[src/verilog/sar_adc_pkg.sv]
// sar_adc_pkg: register map, field layout, reset values, timing counts and
// state encoding of the successive-approximation converter sequencer.
// assumes a 125 MHz system clock and a 32-bit AHB-Lite register port.
package sar_adc_pkg;

  localparam int CLK_PERIOD_NS = 8;

  // register byte offsets, decoded over the low address bits
  localparam int AW = 8;
  localparam logic [AW-1:0] OFF_CTRL0 = 8'h00;
  localparam logic [AW-1:0] OFF_CTRL1 = 8'h04;
  localparam logic [AW-1:0] OFF_RES_HI = 8'h08;
  localparam logic [AW-1:0] OFF_RES_LO = 8'h0c;
  localparam logic [AW-1:0] OFF_IRQ_STAT = 8'h10;
  localparam logic [AW-1:0] OFF_IRQ_MASK = 8'h14;
  localparam logic [AW-1:0] OFF_NONE = 8'hfc;

  localparam int DW = 32;
  localparam int HTRANS_ACT_BIT = 1;
  localparam logic [2:0] HSIZE_WORD = 3'b010;
  localparam logic HRESP_OKAY = 1'b0;

  // converter_control_0 fields
  localparam int C0_EN_BIT = 0;
  localparam int C0_GO_BIT = 1;
  localparam int C0_CHAN_LSB = 2;
  localparam int CHAN_W = 4;
  // converter_control_1 fields
  localparam int C1_CS_LSB = 0;
  localparam int CS_W = 3;
  localparam int C1_REF_BIT = 4;
  localparam logic [1:0] CS_OSC = 2'b11;

  // result layout: right justified, low byte in result_low
  localparam int RES_W = 10;
  localparam int RES_LO_W = 8;
  localparam int RES_HI_W = RES_W - RES_LO_W;

  // channel map: codes below NUM_PINS are pins, then temperature and fixed ref
  localparam int NUM_CHAN = 16;
  localparam int NUM_PINS = 14;
  localparam logic [NUM_PINS-1:0] PIN_MASK = 14'h0f1f;

  // interrupt status and mask layout
  localparam int IRQ_W = 2;
  localparam int IRQ_DONE = 0;
  localparam int IRQ_OSC = 1;

  // reset values
  localparam logic [CHAN_W-1:0] CHAN_RST = 4'h0;
  localparam logic [CS_W-1:0] CS_RST = 3'b000;
  localparam logic REF_RST = 1'b0;
  localparam logic [IRQ_W-1:0] IRQ_RST = 2'b00;

  // conversion phases in half bit-periods: 2 hold, 20 resolve, 1 store = 23
  localparam int PH_W = 5;
  localparam logic [PH_W-1:0] PH_HOLD_END = 5'd1;
  localparam logic [PH_W-1:0] PH_LAST = 5'd22;
  localparam logic [RES_W-1:0] SAR_FIRST = 10'h200;
  localparam logic [3:0] BIT_MSB = 4'd9;
  localparam logic [3:0] BIT_LSB = 4'd0;

  // dedicated oscillator bit period window, checked per half period
  localparam int OSC_PERIOD_MIN_NS = 1000;
  localparam int OSC_PERIOD_MAX_NS = 6000;
  localparam int OSC_HALF_MIN_CYC = (OSC_PERIOD_MIN_NS / 2 + CLK_PERIOD_NS - 1) / CLK_PERIOD_NS;
  localparam int OSC_HALF_MAX_CYC = (OSC_PERIOD_MAX_NS / 2) / CLK_PERIOD_NS;
  localparam int OSC_CNT_W = 9;
  localparam logic [OSC_CNT_W-1:0] OSC_MIN_CNT = 9'(OSC_HALF_MIN_CYC - 1);
  localparam logic [OSC_CNT_W-1:0] OSC_MAX_CNT = 9'(OSC_HALF_MAX_CYC - 1);

  localparam int DIV_W = 6;

  typedef enum logic [1:0] {
    ST_IDLE = 2'b00,
    ST_HOLD = 2'b01,
    ST_RESOLVE = 2'b10
  } conv_state_t;

endpackage : sar_adc_pkg

[src/verilog/sar_tick_gen.sv]
// sar_tick_gen: half bit-period tick source for the converter sequencer.
// assumes convOsc is the dedicated oscillator as a level synchronous to clk_sys.
`timescale 1ns/1ps
module sar_tick_gen (
  input wire logic clk_sys,
  input wire logic rstSyncN,
  input wire logic run,
  input wire logic [sar_adc_pkg::CS_W-1:0] clockSel,
  input wire logic convOsc,
  input wire logic sleeping,
  output logic halfTick,
  output logic oscFault
);
  import sar_adc_pkg::*;

  logic [DIV_W-1:0] divCnt_reg, divCnt_next;
  logic [OSC_CNT_W-1:0] oscCnt_reg, oscCnt_next;
  logic oscPrev_reg, oscPrev_next;
  logic oscSeen_reg, oscSeen_next;
  logic tick_reg, tick_next;
  logic fault_reg, fault_next;
  logic useOsc;
  logic oscEdge;
  logic [DIV_W-1:0] halfDiv;

  always_comb begin
    useOsc = clockSel[1:0] == CS_OSC;
    // code bits [1:0] pick /2, /8, /32 and bit 2 doubles it: half period 1..32
    halfDiv = DIV_W'(6'h01 << ({1'b0, clockSel[1:0], 1'b0} + {3'b000, clockSel[2]}));
    oscEdge = convOsc != oscPrev_reg;
    oscPrev_next = convOsc;
    divCnt_next = divCnt_reg;
    oscCnt_next = oscCnt_reg;
    oscSeen_next = oscSeen_reg;
    tick_next = 1'b0;
    fault_next = 1'b0;
    if (!run) begin
      divCnt_next = '0;
      oscCnt_next = '0;
      oscSeen_next = 1'b0;
    end else if (useOsc) begin
      // the oscillator keeps running in sleep and ignores the system clock rate
      if (oscEdge) begin
        tick_next = 1'b1;
        oscCnt_next = '0;
        oscSeen_next = 1'b1;
        fault_next = oscSeen_reg && (oscCnt_reg < OSC_MIN_CNT || oscCnt_reg > OSC_MAX_CNT);
      end else begin
        if (oscCnt_reg != '1) begin
          oscCnt_next = oscCnt_reg + 1'b1;
        end
        // a dead oscillator is reported once instead of hanging silently
        fault_next = oscCnt_reg == OSC_MAX_CNT + 1'b1;
      end
    end else if (!sleeping) begin
      // system clock derived ticks stop while the core sleeps
      if (divCnt_reg == halfDiv - 1'b1) begin
        divCnt_next = '0;
        tick_next = 1'b1;
      end else begin
        divCnt_next = divCnt_reg + 1'b1;
      end
    end
  end

  always_ff @(posedge clk_sys or negedge rstSyncN) begin
    if (!rstSyncN) begin
      divCnt_reg <= '0;
      oscCnt_reg <= '0;
      oscPrev_reg <= 1'b0;
      oscSeen_reg <= 1'b0;
      tick_reg <= 1'b0;
      fault_reg <= 1'b0;
    end else begin
      divCnt_reg <= divCnt_next;
      oscCnt_reg <= oscCnt_next;
      oscPrev_reg <= oscPrev_next;
      oscSeen_reg <= oscSeen_next;
      tick_reg <= tick_next;
      fault_reg <= fault_next;
    end
  end

  assign halfTick = tick_reg;
  assign oscFault = fault_reg;

endmodule : sar_tick_gen

[src/verilog/sar_adc_sequencer.sv]
// sar_adc_sequencer: 10-bit successive-approximation converter control with
// channel and reference selection, conversion clock choice and completion irq.
// assumes a single AHB-Lite master, an analog comparator on compIn (high when
// the input is above dacCode) and all inputs synchronous to clk_sys.
//
// Register access over AHB-Lite and the placing of the registers are this design's own decisions.
`timescale 1ns/1ps

// Summary of operation
// - resolve held input to 10-bit code, store in result_high/result_low at end
// - up to 11 inputs: analog pins, temperature indicator, fixed voltage reference
// - only the input named by channel_select reaches the sample-and-hold
// - positive reference is the reference pin or supply, per pos_ref_select
// - conv_clock_select: 000/2 100/4 001/8 101/16 010/32 110/64, x11 dedicated osc
// - one conversion takes 11.5 bit-conversion periods of the selected clock
// - completion raises an interrupt that can wake the core from sleep
// - in sleep only the dedicated oscillator runs conversions; software selects it
// - divided clocks track the system clock frequency
// - dedicated oscillator period typically 1.6 us, within 1.0 to 6.0 us
module sar_adc_sequencer (
  input wire logic clk_sys,
  input wire logic rstn,
  input wire logic hsel,
  input wire logic [sar_adc_pkg::DW-1:0] haddr,
  input wire logic [1:0] htrans,
  input wire logic hwrite,
  input wire logic [2:0] hsize,
  input wire logic [sar_adc_pkg::DW-1:0] hwdata,
  input wire logic hready,
  output logic hreadyout,
  output logic hresp,
  output logic [sar_adc_pkg::DW-1:0] hrdata,
  input wire logic compIn,
  input wire logic convOsc,
  input wire logic sleeping,
  output logic [sar_adc_pkg::NUM_CHAN-1:0] chanSel,
  output logic posRefSel,
  output logic sampleEn,
  output logic [sar_adc_pkg::RES_W-1:0] dacCode,
  output logic busy,
  output logic irq,
  output logic wakeReq
);
  import sar_adc_pkg::*;

  // reset release through two flops
  logic rstPipe_reg;
  logic rstSyncN;

  always_ff @(posedge clk_sys or negedge rstn) begin
    if (!rstn) begin
      rstPipe_reg <= 1'b0;
      rstSyncN <= 1'b0;
    end else begin
      rstPipe_reg <= 1'b1;
      rstSyncN <= rstPipe_reg;
    end
  end

  // bus slave state
  logic [AW-1:0] addr_reg, addr_next;
  logic wrPend_reg, wrPend_next;
  logic rdPend_reg, rdPend_next;
  logic [DW-1:0] hrdata_reg, hrdata_next;
  logic [DW-1:0] readMux;
  logic accept;
  logic wrCtrl0, wrCtrl1, wrMask, rdClr;

  // software controls
  logic enable_reg, enable_next;
  logic go_reg, go_next;
  logic [CHAN_W-1:0] chan_reg, chan_next;
  logic [CS_W-1:0] cs_reg, cs_next;
  logic ref_reg, ref_next;
  logic [IRQ_W-1:0] mask_reg, mask_next;
  logic [IRQ_W-1:0] status_reg, status_next;
  logic [IRQ_W-1:0] irqSet;

  // conversion state
  conv_state_t state_reg, state_next;
  logic [PH_W-1:0] phase_reg, phase_next;
  logic [3:0] bitIdx_reg, bitIdx_next;
  logic [RES_W-1:0] sar_reg, sar_next;
  logic [RES_W-1:0] result_reg, result_next;
  logic [CHAN_W-1:0] actChan_reg, actChan_next;
  logic [CS_W-1:0] actCs_reg, actCs_next;
  logic actRef_reg, actRef_next;
  logic startEv, doneEv;

  // analog side outputs
  logic [NUM_CHAN-1:0] chanSel_reg, chanSel_next;
  logic posRef_reg, posRef_next;
  logic sample_reg, sample_next;
  logic [CHAN_W-1:0] selCode;
  logic halfTick, oscFault;

  sar_tick_gen tickGen (
    .clk_sys(clk_sys),
    .rstSyncN(rstSyncN),
    .run(state_reg != ST_IDLE),
    .clockSel(actCs_reg),
    .convOsc(convOsc),
    .sleeping(sleeping),
    .halfTick(halfTick),
    .oscFault(oscFault)
  );

  // bus: writes complete with no wait, reads take one wait state so that
  // hrdata comes from a flop and sees any write that just completed
  always_comb begin
    accept = hsel && htrans[HTRANS_ACT_BIT] && hready;
    wrPend_next = accept && hwrite && (hsize == HSIZE_WORD);
    rdPend_next = accept && !hwrite;
    addr_next = addr_reg;
    if (accept) begin
      // anything outside the low window answers as unmapped
      addr_next = (haddr[DW-1:AW] == '0) ? haddr[AW-1:0] : OFF_NONE;
    end
    readMux = '0;
    if (addr_reg == OFF_CTRL0) begin
      readMux[C0_EN_BIT] = enable_reg;
      readMux[C0_GO_BIT] = go_reg;
      readMux[C0_CHAN_LSB +: CHAN_W] = chan_reg;
    end else if (addr_reg == OFF_CTRL1) begin
      readMux[C1_CS_LSB +: CS_W] = cs_reg;
      readMux[C1_REF_BIT] = ref_reg;
    end else if (addr_reg == OFF_RES_HI) begin
      readMux[RES_HI_W-1:0] = result_reg[RES_W-1:RES_LO_W];
    end else if (addr_reg == OFF_RES_LO) begin
      readMux[RES_LO_W-1:0] = result_reg[RES_LO_W-1:0];
    end else if (addr_reg == OFF_IRQ_STAT) begin
      readMux[IRQ_W-1:0] = status_reg;
    end else if (addr_reg == OFF_IRQ_MASK) begin
      readMux[IRQ_W-1:0] = mask_reg;
    end
    hrdata_next = rdPend_reg ? readMux : hrdata_reg;
    wrCtrl0 = wrPend_reg && addr_reg == OFF_CTRL0;
    wrCtrl1 = wrPend_reg && addr_reg == OFF_CTRL1;
    wrMask = wrPend_reg && addr_reg == OFF_IRQ_MASK;
    rdClr = rdPend_reg && addr_reg == OFF_IRQ_STAT;
  end

  always_ff @(posedge clk_sys or negedge rstSyncN) begin
    if (!rstSyncN) begin
      addr_reg <= OFF_NONE;
      wrPend_reg <= 1'b0;
      rdPend_reg <= 1'b0;
      hrdata_reg <= '0;
    end else begin
      addr_reg <= addr_next;
      wrPend_reg <= wrPend_next;
      rdPend_reg <= rdPend_next;
      hrdata_reg <= hrdata_next;
    end
  end

  assign hreadyout = !rdPend_reg;
  assign hresp = HRESP_OKAY;
  assign hrdata = hrdata_reg;

  // control and interrupt registers
  always_comb begin
    enable_next = enable_reg;
    go_next = go_reg;
    chan_next = chan_reg;
    cs_next = cs_reg;
    ref_next = ref_reg;
    mask_next = mask_reg;
    if (wrCtrl0) begin
      enable_next = hwdata[C0_EN_BIT];
      chan_next = hwdata[C0_CHAN_LSB +: CHAN_W];
      // a zero written to the start bit does not abort a running conversion
      go_next = go_reg || hwdata[C0_GO_BIT];
    end
    if (wrCtrl1) begin
      cs_next = hwdata[C1_CS_LSB +: CS_W];
      ref_next = hwdata[C1_REF_BIT];
    end
    if (wrMask) begin
      mask_next = hwdata[IRQ_W-1:0];
    end
    if (doneEv || !enable_next) begin
      go_next = 1'b0;
    end
    irqSet = '0;
    irqSet[IRQ_DONE] = doneEv;
    irqSet[IRQ_OSC] = oscFault;
    // an event in the cycle of the clearing read survives it
    status_next = (status_reg & ~{IRQ_W{rdClr}}) | irqSet;
  end

  always_ff @(posedge clk_sys or negedge rstSyncN) begin
    if (!rstSyncN) begin
      enable_reg <= 1'b0;
      go_reg <= 1'b0;
      chan_reg <= CHAN_RST;
      cs_reg <= CS_RST;
      ref_reg <= REF_RST;
      mask_reg <= IRQ_RST;
      status_reg <= IRQ_RST;
    end else begin
      enable_reg <= enable_next;
      go_reg <= go_next;
      chan_reg <= chan_next;
      cs_reg <= cs_next;
      ref_reg <= ref_next;
      mask_reg <= mask_next;
      status_reg <= status_next;
    end
  end

  assign irq = |(status_reg & mask_reg);
  assign wakeReq = sleeping && irq;

  // conversion sequence, counted in half bit-periods
  always_comb begin
    state_next = state_reg;
    phase_next = phase_reg;
    bitIdx_next = bitIdx_reg;
    sar_next = sar_reg;
    result_next = result_reg;
    startEv = 1'b0;
    doneEv = 1'b0;
    case (state_reg)
      ST_IDLE: begin
        if (go_reg && enable_reg) begin
          startEv = 1'b1;
          phase_next = '0;
          state_next = ST_HOLD;
        end
      end
      ST_HOLD: begin
        if (halfTick) begin
          phase_next = phase_reg + 1'b1;
          if (phase_reg == PH_HOLD_END) begin
            sar_next = SAR_FIRST;
            bitIdx_next = BIT_MSB;
            state_next = ST_RESOLVE;
          end
        end
      end
      ST_RESOLVE: begin
        if (halfTick) begin
          phase_next = phase_reg + 1'b1;
          if (phase_reg == PH_LAST) begin
            result_next = sar_reg;
            doneEv = 1'b1;
            state_next = ST_IDLE;
          end else if (phase_reg[0]) begin
            // decide the trial bit, then try the next lower one
            sar_next[bitIdx_reg] = compIn;
            if (bitIdx_reg != BIT_LSB) begin
              sar_next[bitIdx_reg - 1'b1] = 1'b1;
              bitIdx_next = bitIdx_reg - 1'b1;
            end
          end
        end
      end
      default: begin
        state_next = ST_IDLE;
      end
    endcase
    // clearing enable abandons a conversion; the old result stays
    if (!enable_reg) begin
      state_next = ST_IDLE;
    end
    actChan_next = startEv ? chan_reg : actChan_reg;
    actCs_next = startEv ? cs_reg : actCs_reg;
    actRef_next = startEv ? ref_reg : actRef_reg;
  end

  always_ff @(posedge clk_sys or negedge rstSyncN) begin
    if (!rstSyncN) begin
      state_reg <= ST_IDLE;
      phase_reg <= '0;
      bitIdx_reg <= BIT_MSB;
      sar_reg <= '0;
      result_reg <= '0;
      actChan_reg <= CHAN_RST;
      actCs_reg <= CS_RST;
      actRef_reg <= REF_RST;
    end else begin
      state_reg <= state_next;
      phase_reg <= phase_next;
      bitIdx_reg <= bitIdx_next;
      sar_reg <= sar_next;
      result_reg <= result_next;
      actChan_reg <= actChan_next;
      actCs_reg <= actCs_next;
      actRef_reg <= actRef_next;
    end
  end

  // analog controls: while idle the mux tracks the live selection so that
  // acquisition runs ahead of the start; during a conversion it is frozen
  assign selCode = (state_next == ST_IDLE) ? chan_next : actChan_next;

  genvar g;
  generate
    for (g = 0; g < NUM_CHAN; g++) begin : chanDecode
      if (g < NUM_PINS) begin : pinChan
        assign chanSel_next[g] = enable_next && PIN_MASK[g] && selCode == CHAN_W'(g);
      end else begin : intChan
        assign chanSel_next[g] = enable_next && selCode == CHAN_W'(g);
      end
    end
  endgenerate

  always_comb begin
    posRef_next = (state_next == ST_IDLE) ? ref_next : actRef_next;
    sample_next = enable_next && state_next == ST_IDLE;
  end

  always_ff @(posedge clk_sys or negedge rstSyncN) begin
    if (!rstSyncN) begin
      chanSel_reg <= '0;
      posRef_reg <= REF_RST;
      sample_reg <= 1'b0;
    end else begin
      chanSel_reg <= chanSel_next;
      posRef_reg <= posRef_next;
      sample_reg <= sample_next;
    end
  end

  assign chanSel = chanSel_reg;
  assign posRefSel = posRef_reg;
  assign sampleEn = sample_reg;
  assign dacCode = sar_reg;
  assign busy = state_reg != ST_IDLE;

endmodule : sar_adc_sequencer

[config.mk]
export PLATFORM = sky130hd
export DESIGN_NAME = sar_adc_sequencer
export DESIGN_NICKNAME = d
export VERILOG_FILES = /design/src/verilog/sar_adc_pkg.sv /design/src/verilog/sar_tick_gen.sv /design/src/verilog/sar_adc_sequencer.sv
export SDC_FILE = /design/constraint.sdc
export NUM_CORES = 1
export LEC_CHECK = 0
export ABC_AREA = 1
export BUFFER_PORTS_ARGS = -buffer_cell sky130_fd_sc_hd__buf_4
export CORE_MARGIN = 1.5
export CORE_UTILIZATION = 50
export CTS_BUF_LIST = sky130_fd_sc_hd__clkbuf_8
export CTS_CLUSTER_SIZE = 12
export DETAILED_ROUTE_END_ITERATION = 8
export GPL_TIMING_DRIVEN = 1
export PLACE_DENSITY = 0.75
export SLEW_MARGIN = 25
export SYNTH_ARGS = -nofsm -noshare
export SYNTH_HDL_FRONTEND = slang
export SYNTH_SLANG_ARGS = --single-unit
export TNS_END_PERCENT = 30
[constraint.sdc]
create_clock -name clk_sys -period 9.15 [get_ports clk_sys]
set_input_delay 0.915 -clock clk_sys [delete_from_list [all_inputs] [get_ports clk_sys]]
set_output_delay 0.915 -clock clk_sys [all_outputs]
set_load 0.005 [all_outputs]
==> results of run 1 <==
layout make-up:
type / instances / area, um2
sequential: 105 / 2640
multi-input combinational: 489 / 2580
inverter: 100 / 378
timing repair buffer: 85 / 638
clock buffer: 9 / 124
fill: 1033 / 4730
clock inverter: 7 / 51.3
tap: 143 / 179
routing by layer:
| metal | up-vias | track usage | wire (um) |
|---|---|---|---|
| met3 | 24 | 0.0606 | 712 |
| met4 | 0 | 0.0806 | 204 |
| li1 | 2388 | - | - |
| met1 | 2342 | 0.283 | 5550 |
| met2 | 140 | 0.387 | 6520 |
| met5 | - | 0 | 0 |
worst min path at each step:
stage | depth (start not counted) | from | slack, ns | to
after floorplan | 0 | rstPipe_reg | 0.33 | rstSyncN
after global placement | 0 | rstSyncN | 0.32 | chanSel[0]
after detailed placement | 0 | rstSyncN | 0.32 | chanSel[8]
after CTS | 1 | rstn | 0.27 | rstSyncN
after global routing | 1 | rstn | 0.27 | rstSyncN
final | 1 | rstn | 0.29 | rstSyncN
through the flow:
stage                     setup WS [ns]  total power [uW]  cells  hold slack [ns]
after floorplan                    6.02               536    732            0.331
after global placement             6.94               560    922            0.316
after detailed placement           6.92               562    922            0.319
after CTS                          6.51               834    938            0.266
after global routing               6.41               860    938            0.267
final                              6.52               824    938            0.290
kinds of logic after synthesis:
| kind of cell | share of synthesized area |
|---|---|
| flip-flops | 0.458 |
| XOR/XNOR | 0.0119 |
| other | 0.00130 |
| adder cells (fa/ha/maj) | 0.0369 |
| AND/OR/NAND/NOR | 0.247 |
| multiplexers | 0.00195 |
| AO/OA/AOI/OAI | 0.130 |
| buffers and inverters | 0.113 |
power groups by stage:
stage	combinational (uW)	sequential [uW]	clock, uW
floorplan	36.7	499	0
global placement	62.8	497	0
detailed placement	64.6	497	0
CTS	64.8	488	281
global route	72.7	491	297
finish	64.7	488	271
worst max-delay path: stages (launching register included):
cell and delay [ns]:
dfrtp_1 0.41, inv_1 0.12, ha_1 0.43, inv_2 0.18
buf_4 0.18
layout by cell type (no fill, tap or decap), types with 2 or more instances in the layout:
master      n
nor3b_1     2
nor2_4      3
dfstp_2     8
nand2_4     4
or2_1       2
inv_6       4
nor4_1      8
nor2_1     58
o21ai_2     3
and2_1      3
dfrtp_1    96
o21ai_1     4
xor2_1      5
clkbuf_8    9
o21ai_0    67
nand4_1     5
conb_1     31
ha_1       17
clkinv_2    3
nand3_2     6
nand2_2    15
nand2_1   132
inv_2       9
nand3_1    40
buf_4      85
o21ai_4     2
o211ai_1    4
nor3_1     14
o22ai_1     3
or2_2       5
inv_1      89
a21oi_1    30
nor2_2      2
a31oi_1     3
o31ai_1     7
==> flow_summary.rst, run 1 <==
.. list-table::
   :header-rows: 1

   * - Metric
     - Value
   * - Outcome
     - complete, no violations
   * - Worst reg2reg path depth
     - 11
   * - Primary flip-flop cell chosen by synthesis mapping
     - dfrtp_1
   * - Boundary Pins
     - around 140
   * - List of most frequent post-synthesis cells
     - 132 x nand2_1, 97 x dfrtp_1, 88 x inv_1, 67 x o21ai_0, 58 x nor2_1
   * - Share of synthesized registers carrying an async set or reset
     - 1.00
   * - Vias per inst
     - 5.22
   * - Detail Route Antenna Nets
     - 0
   * - Area of all placed cells without fillers
     - 6600 um2
   * - Total Nets Final
     - 884
   * - Number of placement rows
     - 39
   * - Wire length reported by the detailed router
     - between 10000 and 15000 um
   * - Crit path capture type
     - output port
   * - Biggest area consumer among synthesized cells
     - dfrtp_1
   * - Area grow syn2layout
     - 14.4%
   * - Startpoint class of the critical path
     - flop
   * - Worst setup startpoint
     - state_reg[0]
   * - Minimum clock period after layout
     - 2.63 ns
   * - Number of antenna violations at the first check in global routing
     - 0
   * - Leakage power total
     - 0.00337 uW
   * - Max reg flops
     - 11
   * - Fraction of the core area covered by cells at the end of the flow
     - 0.583
   * - Number of detailed-route iterations in the first pass
     - 6
   * - Sw power
     - 216 uW
   * - Routed WL per cell
     - 13.8 um
   * - Maximum ir drop on the vdd rail
     - around 0.00011 V
   * - Final setup violating endpoints
     - 0
   * - Cts hold-fix bufs
     - 0
   * - Number of warnings issued by yosys
     - 0
   * - Yosys top cell area share
     - 0.421
   * - Core Box Area
     - 11300 um2
   * - GR Overflow Total
     - 0
   * - Iteration-0 DRC count of the detailed router
     - a little under 300
   * - Max-cap viol count
     - 0
   * - Global router's overall resource usage
     - 0.229
   * - TritonCTS clock tree
     - yes
   * - Data required time at the worst endpoint
     - between 8 and 9 ns
   * - Switching part of the total power
     - 0.262
   * - Number of flops mapped to enable cells by yosys
     - 0
   * - Slew Viols, Final
     - 0
   * - Unrepaired setup endpoints after global routing
     - false
   * - Sink Count
     - 105
   * - Wire length of the first global-routing pass
     - 21500 um
   * - Clock transition at the registers of the reported paths
     - 0.10 ns
   * - Highest clock rate
     - 380 MHz
   * - Maximum fanout along the worst path
     - 8
   * - Die area
     - about 12000 um2
   * - Clock power share
     - 0.329
   * - Accumulated negative setup slack
     - 0 ns
   * - Most numerous cell in the Yosys netlist
     - nand2_1
   * - Worst max-slew margin expressed relative to the limit
     - 0.466
   * - Fraction of power consumed by sequential logic
     - 0.592
   * - Initial Util
     - 0.509
   * - Endpoint of the most critical setup path
     - busy
   * - Largest clock skew in the final design
     - 0.0165 ns
   * - Count of buffers from port buffering
     - 84
   * - Clock buffer count from CTS
     - 9
   * - Count of mapped cells out of synthesis
     - roughly 700
   * - Syn Std Cell Area
     - 5760 um2
   * - Power per cell area
     - approximately 120 nW/um2
   * - Post-CTS Resized
     - 0
   * - Pin count of the biggest net entering global routing
     - 65
   * - Distinct cells, synth
     - 51
   * - Average instance area after synthesis
     - 8.20 um2
   * - Worst Tran Pin Value
     - between 0.8 and 0.9 ns
   * - Skew-Pair Late Insertion Delay
     - 0.40 ns
   * - Via count of the first global-routing pass
     - 4634
   * - Reg-to-reg critical path startpoint
     - state_reg[0]
   * - Internal power
     - slightly above 600 uW
   * - Hold Violations, Final
     - 0
   * - Chip height
     - 110 um
   * - Root cell of the clock tree
     - clkbuf_8
   * - Signal arrival time at the worst endpoint
     - roughly 1.7 ns
   * - Number of levels the H-tree was split into
     - 3
   * - Worst Path Class, Setup
     - flop to output port
   * - Capturing point of the worst reg2reg path
     - chanSel[15]
   * - Share of layout cells above drive strength 1
     - 0.208
   * - Logic gate share of total power
     - 0.078
   * - Cell types occupying the most area after synthesis
     - dfrtp_1 42%, nand2_1 8.6%, o21ai_0 5.8%
   * - Total via count in the routed design
     - 4894
   * - Worst hold path type
     - input pin to async pin
   * - Remaining routing DRC violations
     - 0
   * - Count of state elements after synthesis
     - roughly 110
   * - Setup slack on the worst flop-to-flop path
     - 6.94 ns
   * - Final period utilization
     - 0.288
   * - Cell area reported after detailed placement
     - between 6000 and 7000 um2
   * - Antenna fix cells
     - 0
   * - Post-DP HPWL
     - 9840 um
   * - Final weighted congestion in routability-driven placement
     - 1.02
   * - Die W
     - 110 um
   * - Portion of the post-synthesis area used by sequential elements
     - 0.458
   * - Max Root-Sink Buffers
     - 2
   * - Post-CTS setup buffer count
     - 0
No activity file was read; power rests on OpenSTA's default activity.
==> inputs of run 2 (changes only) <==
ABC_AREA = 0   (was 1)
PLACE_DENSITY = 0.78   (was 0.75)
clock period = 2.4 ns   (was 9.15 ns; I/O delays follow)
==> run 2 against run 1 <==
Worst hold slack worse by 0.21 ns; routed wire length down 0.18%; clock power rose to 4.2 times the previous value; synthesized area down 1.2%; global-route usage up 0.11 points; register-to-register slack worse by 6.8 ns; via count down 3.6%; setup slack worse by 6.4 ns; critical endpoint is now chanSel[14]; highest routed layer unchanged.
==> flow_summary.rst, run 2 <==
.. list-table::
   :header-rows: 1

   * - Metric
     - Value
   * - Outcome
     - complete, no violations (unchanged)
   * - Cell types occupying the most area after synthesis
     - dfrtp_1 43%, mux2_2 5.1%, buf_4 4.0% (was dfrtp_1 42%, nand2_1 8.6%, o21ai_0 5.8%)
   * - Clock buffer count from CTS
     - 9 (unchanged)
   * - Worst Path Class, Setup
     - flop to flop (was flop to output port)
   * - Worst Hold End
     - addr_reg[6]
   * - Maximum ir drop on the vdd rail
     - 0.000330 V (was 0.000115 V)
   * - Cell-by-cell trace of the critical path
     - inv_1 > ha_1 > nand3_1 > o211ai_1 > and3_4 > a21oi_4 > buf_12 > buf_4 > o211ai_1 > nor3_1 (was inv_1 > ha_1 > inv_2 > buf_4)
   * - Number of warnings issued by yosys
     - 0 (unchanged)
   * - Capturing point of the worst reg2reg path
     - chanSel[14] (was chanSel[15])
   * - Largest clock skew in the final design
     - 0.00895 ns (was 0.0165 ns)
   * - TritonCTS clock tree
     - yes (unchanged)
   * - Fraction of power consumed by sequential logic
     - 0.573 (was 0.592)
   * - Average instance area after synthesis
     - 9.78 um2 (was 8.20 um2)
   * - Power per cell area
     - 485 nW/um2 (was 125 nW/um2)
   * - Detail Route Antenna Nets
     - 0 (unchanged)
   * - Total via count in the routed design
     - 4719 (was 4894)
   * - Leakage power total
     - 0.00309 uW (was 0.00337 uW)
   * - Remaining routing DRC violations
     - 0 (unchanged)
   * - Sw power
     - 733 uW (was 216 uW)
   * - Most frequent cells in the layout
     - 96 x dfrtp_1, 95 x buf_4, 49 x nor2_1 (was 132 x nand2_1, 96 x dfrtp_1, 89 x inv_1)
   * - Hold Violations, Final
     - 0 (unchanged)
   * - Routed WL per cell
     - 15.8 um (was 13.8 um)
   * - Worst reg2reg path depth
     - 10 (was 11)
   * - Share of layout cells above drive strength 1
     - 0.238 (was 0.208)
   * - Cell area reported after detailed placement
     - 6420 um2 (about the same)
   * - Data required time at the worst endpoint
     - 2.65 ns (was 8.24 ns)
   * - Post-DP HPWL
     - 9720 um (was 9840 um)
   * - Max-cap viol count
     - 0 (unchanged)
   * - Maximum single-stage delay on the critical path
     - 0.45 ns (was 0.43 ns)
   * - Sink Count
     - 105 (unchanged)
   * - Initial Util
     - 0.518 (was 0.509)
   * - Clock power share
     - 0.354 (was 0.329)
   * - Buf/Inv on CP
     - 3 (unchanged)
   * - Total power after layout
     - 3240 uW (was 824 uW)
   * - Final period utilization
     - 0.945
   * - Biggest area consumer among synthesized cells
     - dfrtp_1 (unchanged)
   * - Vias per inst
     - 5.75 (was 5.22)
   * - Area grow syn2layout
     - 17.3% (was 14.4%)
   * - Most frequent standard cell in the layout excluding fill and tap cells
     - dfrtp_1 (was nand2_1)
   * - Crit path capture type
     - flop (was output port)
   * - Maximum fanout along the worst path
     - 9 (was 8)
   * - Primary flip-flop cell chosen by synthesis mapping
     - dfrtp_1 (unchanged)
   * - Worst hold path type
     - input pin to flop (was input pin to async pin)
   * - Max reg flops
     - 11 (unchanged)
   * - Final setup violating endpoints
     - 0 (unchanged)
   * - Slowest stage cell, crit path
     - dfrtp_1 (was ha_1)
   * - GR Overflow Total
     - 0 (unchanged)
   * - Logic gate share of total power
     - 0.073 (was 0.078)
   * - Number of levels the H-tree was split into
     - 3 (unchanged)
   * - Stages on worst setup path
     - 10 (was 4)
   * - Internal power
     - 2500 uW (was 609 uW)
   * - Switching part of the total power
     - 0.226 (was 0.262)
   * - Distinct cells, synth
     - 73 (was 51)
   * - Most numerous cell in the Yosys netlist
     - dfrtp_1 (was nand2_1)
   * - List of most frequent post-synthesis cells
     - 97 x dfrtp_1, 49 x nor2_1, 47 x nand2_1, 42 x o21ai_0, 34 x a21oi_1 (was 132 x nand2_1, 97 x dfrtp_1, 88 x inv_1, 67 x o21ai_0, 58 x nor2_1)
   * - Share of synthesized registers carrying an async set or reset
     - 1.00 (unchanged)
   * - Boundary Pins
     - 142 (unchanged)
   * - Die area
     - 12000 um2 (was 12200 um2)
   * - Global router's overall resource usage
     - 0.230 (was 0.229)
   * - Die W
     - 110 um (about the same)
   * - Antenna fix cells
     - 0 (unchanged)
   * - Count of mapped cells out of synthesis
     - 582 (was 703)
   * - Minimum clock period after layout
     - 2.27 ns
   * - Top cell family by delay on the critical path
     - compound AO/OA/AOI/OAI gates (was buffers and inverters)
   * - Number of detailed-route iterations in the first pass
     - 5 (was 6)
   * - Final weighted congestion in routability-driven placement
     - 0.899 (was 1.02)
   * - Pin count of the biggest net entering global routing
     - 47 (was 65)
   * - Core Box Area
     - 11000 um2 (was 11300 um2)
   * - Number of placement rows
     - 38 (was 39)
   * - Syn Std Cell Area
     - 5690 um2 (was 5760 um2)
   * - Count of buffers from port buffering
     - 84 (unchanged)
   * - Wire length reported by the detailed router
     - 13000 um (about the same)
   * - Worst Tran Pin Value
     - 0.625 ns (was 0.801 ns)
   * - Slew Viols, Final
     - 0 (unchanged)
   * - Root cell of the clock tree
     - clkbuf_8 (unchanged)
   * - Max Root-Sink Buffers
     - 2 (unchanged)
   * - Worst max-slew margin expressed relative to the limit
     - 0.583 (was 0.466)
   * - Via count of the first global-routing pass
     - 4579 (was 4634)
   * - Count of state elements after synthesis
     - 105 (unchanged)
   * - Wire length of the first global-routing pass
     - 21600 um (was 21500 um)
   * - Reg-to-reg critical path startpoint
     - phase_reg[0] (was state_reg[0])
   * - Setup slack on the worst flop-to-flop path
     - 0.13 ns (was 6.94 ns)
   * - Startpoint class of the critical path
     - flop (unchanged)
   * - Signal arrival time at the worst endpoint
     - 2.52 ns (was 1.72 ns)
   * - CP dominant cell by count
     - o211ai_1
   * - Hold path startpoint
     - haddr[6]
   * - Number of antenna violations at the first check in global routing
     - 0 (unchanged)
   * - Area of all placed cells without fillers
     - 6680 um2 (was 6600 um2)
   * - Highest clock rate
     - 441 MHz
   * - Depth of the worst hold-timing path
     - 2
   * - Portion of the post-synthesis area used by sequential elements
     - 0.463 (was 0.458)
   * - Clock transition at the registers of the reported paths
     - 0.09 ns (was 0.10 ns)
   * - Yosys top cell area share
     - 0.426 (was 0.421)
   * - Chip height
     - 110 um (about the same)
   * - Iteration-0 DRC count of the detailed router
     - 230 (was 292)
   * - Skew-Pair Late Insertion Delay
     - 0.38 ns (was 0.40 ns)
   * - Number of flops mapped to enable cells by yosys
     - 0 (unchanged)
   * - Total Nets Final
     - 770 (was 884)
run 2: timing repair:
action / 4_1_cts / 5_1_grt
gates resized for setup: 0 / 1
setup endpoints to repair: 0 / 15
hold buffers: 3 / 0
endpoints found under the hold margin: 4 / 0
setup buffers: 0 / 1
run 2: metal layers:
layer  GRT usage  share of wire
met5           0              0
met4      0.0603          0.012
met3      0.0658          0.063
met2       0.387           0.50
met1       0.291           0.43
run 2: how the worst max path moves through the flow:
stage                     startpoint                    end
6_report                phase_reg[0]            chanSel[14]
5_1_grt                 phase_reg[0]            chanSel[14]
4_1_cts                 state_reg[1]             chanSel[0]
3_5_place_dp            state_reg[1]             chanSel[0]
3_3_place_gp   tickGen.oscCnt_reg[0]  tickGen.oscCnt_reg[3]
2_1_floorplan  tickGen.oscCnt_reg[0]  tickGen.oscCnt_reg[3]
run 2: power groups by stage:
| stage | logic [uW] | clock network (uW) | registers [uW] |
|---|---|---|---|
| after global placement | 226 | 0 | 1890 |
| after detailed placement | 232 | 0 | 1890 |
| after CTS | 236 | 1170 | 1860 |
| after global routing | 265 | 1250 | 1860 |
| final | 236 | 1150 | 1860 |
| after floorplan | 118 | 0 | 1890 |
run 2: cell families after synthesis:
family	share of synthesized area
simple gates	0.179
buf+inv	0.0692
fa+ha+maj	0.0374
flops	0.463
mux	0.0721
compound gates	0.171
xor+xnor	0.00616
other cells	0.00132
run 2: area by class of cell:
| cell class | count | area, um2 |
|---|---|---|
| fill | 913 | 4310 |
| multi-input combinational | 434 | 2770 |
| sequential | 105 | 2640 |
| timing repair buffer | 100 | 783 |
| tap | 140 | 175 |
| clock buffer | 9 | 124 |
| inverter | 26 | 97.6 |
| clock inverter | 7 | 82.6 |
run 2: through the flow:
step	worst slack, ns	util	instances	setup TNS, ns	hold slack [ns]
4_1_cts	0.0795	0.606	820	0	0.0632
5_1_grt	-0.0107	0.608	821	-0.0110	0.0552
6_report	0.131	0.608	821	0	0.0763
3_5_place_dp	0.0975	0.584	801	0	0.0243
2_1_floorplan	0.301	-	611	0	-0.0556
3_3_place_gp	0.187	0.584	801	0	0.0231
run 2: worst register-to-register path: stages (launching register included):
cell and delay [ns]:
dfrtp_1 0.45, inv_1 0.08, ha_1 0.14, nand3_1 0.14
o211ai_1 0.29, and3_4 0.26, a21oi_4 0.06, buf_12 0.15
buf_4 0.14, o211ai_1 0.32, nor3_1 0.11
==> inputs of run 3 (changes only) <==
PLACE_DENSITY = 0.75   (was 0.78)
clock period = 2.9 ns   (was 2.4 ns; I/O delays follow)
==> run 3 against run 2 <==
Non-clock buffer count down 8; cell count down 1.1%; register-to-register slack better by 0.35 ns; critical path depth down 3; critical endpoint is now chanSel[0].
==> flow_summary.rst, run 3 (synthesized netlist as in run 2, its figures left out) <==
.. list-table::
   :header-rows: 1

   * - Metric
     - Value
   * - Initial Util
     - 0.518 (unchanged)
   * - Total Nets Final
     - 762 (was 770)
   * - Routed WL per cell
     - 15.7 um (was 15.8 um)
   * - Die W
     - 110 um (unchanged)
   * - Unrepaired setup endpoints after global routing
     - false
   * - TritonCTS clock tree
     - yes (unchanged)
   * - Via count of the first global-routing pass
     - 4459 (was 4579)
   * - Pre-CTS setup slack
     - 0.555 ns (was 0.0975 ns)
   * - Outcome
     - complete, no violations (unchanged)
   * - Vias per inst
     - 5.76 (was 5.75)
   * - Clock power share
     - 0.317 (was 0.354)
   * - Detail Route Antenna Nets
     - 0 (unchanged)
   * - Worst Path Class, Setup
     - flop to flop (unchanged)
   * - Post-CTS setup buffer count
     - 0 (unchanged)
   * - Number of placement rows
     - 38 (unchanged)
   * - Data required time at the worst endpoint
     - 3.20 ns (was 2.65 ns)
   * - Pin count of the biggest net entering global routing
     - 56 (was 47)
   * - Remaining routing DRC violations
     - 0 (unchanged)
   * - Slew Viols, Final
     - 0 (unchanged)
   * - Hold Violations, Final
     - 0 (unchanged)
   * - Worst Tran Pin Value
     - 0.644 ns (was 0.625 ns)
   * - Fill cell instance count of the final layout
     - 939 (was 913)
   * - Final non-filler cell total
     - 812 (was 821)
   * - Total power after layout
     - 2530 uW (was 3240 uW)
   * - Number of detailed-route iterations in the first pass
     - 5 (unchanged)
   * - Switching part of the total power
     - 0.248 (was 0.226)
   * - Core Box Area
     - 11000 um2 (unchanged)
   * - Share of layout cells above drive strength 1
     - 0.234 (was 0.238)
   * - Sink Count
     - 105 (unchanged)
   * - Minimum clock period after layout
     - 2.42 ns (was 2.27 ns)
   * - Chip height
     - 110 um (unchanged)
   * - Total via count in the routed design
     - 4677 (was 4719)
   * - Accumulated negative setup slack
     - 0 ns (unchanged)
   * - Startpoint class of the critical path
     - flop (unchanged)
   * - Iteration-0 DRC count of the detailed router
     - 239 (was 230)
   * - Post-CTS Resized
     - 0 (unchanged)
   * - Boundary Pins
     - 142 (unchanged)
   * - Max reg flops
     - 11 (unchanged)
   * - Highest clock rate
     - 413 MHz (was 441 MHz)
   * - Setup WS post-layout
     - 0.477 ns (was 0.131 ns)
   * - Max Root-Sink Buffers
     - 2 (unchanged)
   * - Fraction of power consumed by sequential logic
     - 0.608 (was 0.573)
   * - Final period utilization
     - 0.835 (was 0.945)
   * - Maximum fanout along the worst path
     - 10 (was 9)
   * - Antenna fix cells
     - 0 (unchanged)
   * - Placed insts
     - 796 (was 801)
   * - Max-cap viol count
     - 0 (unchanged)
   * - Setup slack on the worst flop-to-flop path
     - 0.48 ns (was 0.13 ns)
   * - Most frequent standard cell in the layout excluding fill and tap cells
     - dfrtp_1 (unchanged)
   * - Die area
     - 12000 um2 (unchanged)
   * - Clock transition at the registers of the reported paths
     - 0.10 ns (was 0.09 ns)
   * - Power per cell area
     - 386 nW/um2 (was 485 nW/um2)
   * - Logic gate share of total power
     - 0.075 (was 0.073)
   * - Crit path capture type
     - flop (unchanged)
   * - Count of buffers from port buffering
     - 84 (unchanged)
   * - Most frequent cells in the layout
     - 96 x dfrtp_1, 90 x buf_4, 49 x nor2_1 (was 96 x dfrtp_1, 95 x buf_4, 49 x nor2_1)
   * - Worst hold path type
     - input pin to flop (unchanged)
   * - Maximum ir drop on the vdd rail
     - 0.000287 V (was 0.000330 V)
   * - GR Overflow Total
     - 0 (unchanged)
   * - Wire length reported by the detailed router
     - 12800 um (was 13000 um)
   * - Skew-Pair Late Insertion Delay
     - 0.39 ns (was 0.38 ns)
   * - Internal power
     - 1900 uW (was 2500 uW)
   * - Final setup violating endpoints
     - 0 (unchanged)
   * - Sw power
     - 627 uW (was 733 uW)
   * - Wire length of the first global-routing pass
     - 21100 um (was 21600 um)
   * - Global router's overall resource usage
     - 0.226 (was 0.230)
   * - Largest clock skew in the final design
     - 0.0134 ns (was 0.00895 ns)
   * - Signal arrival time at the worst endpoint
     - 2.72 ns (was 2.52 ns)
   * - Final weighted congestion in routability-driven placement
     - 0.940 (was 0.899)
   * - Clock buffer count from CTS
     - 9 (unchanged)
   * - Number of antenna violations at the first check in global routing
     - 0 (unchanged)
   * - Worst max-slew margin expressed relative to the limit
     - 0.571 (was 0.583)
   * - Post-DP HPWL
     - 9600 um (was 9720 um)
   * - Number of levels the H-tree was split into
     - 3 (unchanged)
   * - Leakage power total
     - 0.00302 uW (was 0.00309 uW)
   * - Area grow syn2layout
     - 15.0% (was 17.3%)
   * - Root cell of the clock tree
     - clkbuf_8 (unchanged)
==> run 3: power groups by stage <==
stage	Combinational [uW]	Sequential, uW	Clock (uW)
final	191	1530	801
after detailed placement	190	1560	0
after floorplan	97.9	1560	0
after global placement	185	1560	0
after global routing	216	1540	871
after CTS	192	1540	820
==> run 3: path summary, 6_finish.rpt <==
path,start,to,cells after the start
max,state_reg[0],chanSel[0],7
min,convOsc,tickGen.oscPrev_reg,1
max reg2reg,state_reg[0],chanSel[0],7
min reg2reg,rstSyncN,rdPend_reg,0
max in group asynchronous,rstSyncN,tickGen.oscCnt_reg[2],1
min in group asynchronous,rstn,rstSyncN,2
==> run 3: what timing repair did <==
action                     4_1_cts  5_1_grt
hold endpoints to repair         2        0
hold buffers                     1        0
setup endpoints to repair        0        0
==> run 3: routing by layer <==
metal  up-vias  global-route usage  share of wire
li1       2212                   -              -
met1      2293               0.295           0.44
met2       159               0.377           0.49
met3        13              0.0516          0.056
met4         0              0.0640          0.013
met5         -                   0              0
==> run 3: worst max-delay path, stage by stage (launching register included) <==
cell	delay [ns]
dfrtp_1	0.45
inv_1	0.10
ha_1	0.35
o21ai_0	0.18
a21o_2	0.25
a21oi_4	0.38
mux2_2	0.42
nor3_1	0.18
==> run 3: per-stage QoR <==
step	instance area (um2)	hold slack [ns]	util
2_1_floorplan	5800	-0.00559	-
3_3_place_gp	6380	0.0733	0.581
3_5_place_dp	6380	0.0754	0.581
4_1_cts	6550	0.0318	0.596
5_1_grt	6550	0.0304	0.596
6_report	6550	0.0404	0.596
==> run 3: area by class of cell <==
class | instances | area, um2 | area share
Clock buffer | 9 | 124 | 0.0189
Clock inverter | 6 | 35.0 | 0.00535
Inverter | 26 | 97.6 | 0.0149
Multi-Input combinational cell | 434 | 2770 | 0.423
Sequential cell | 105 | 2640 | 0.403
Tap cell | 140 | 175 | 0.0268
Timing Repair Buffer | 92 | 706 | 0.108
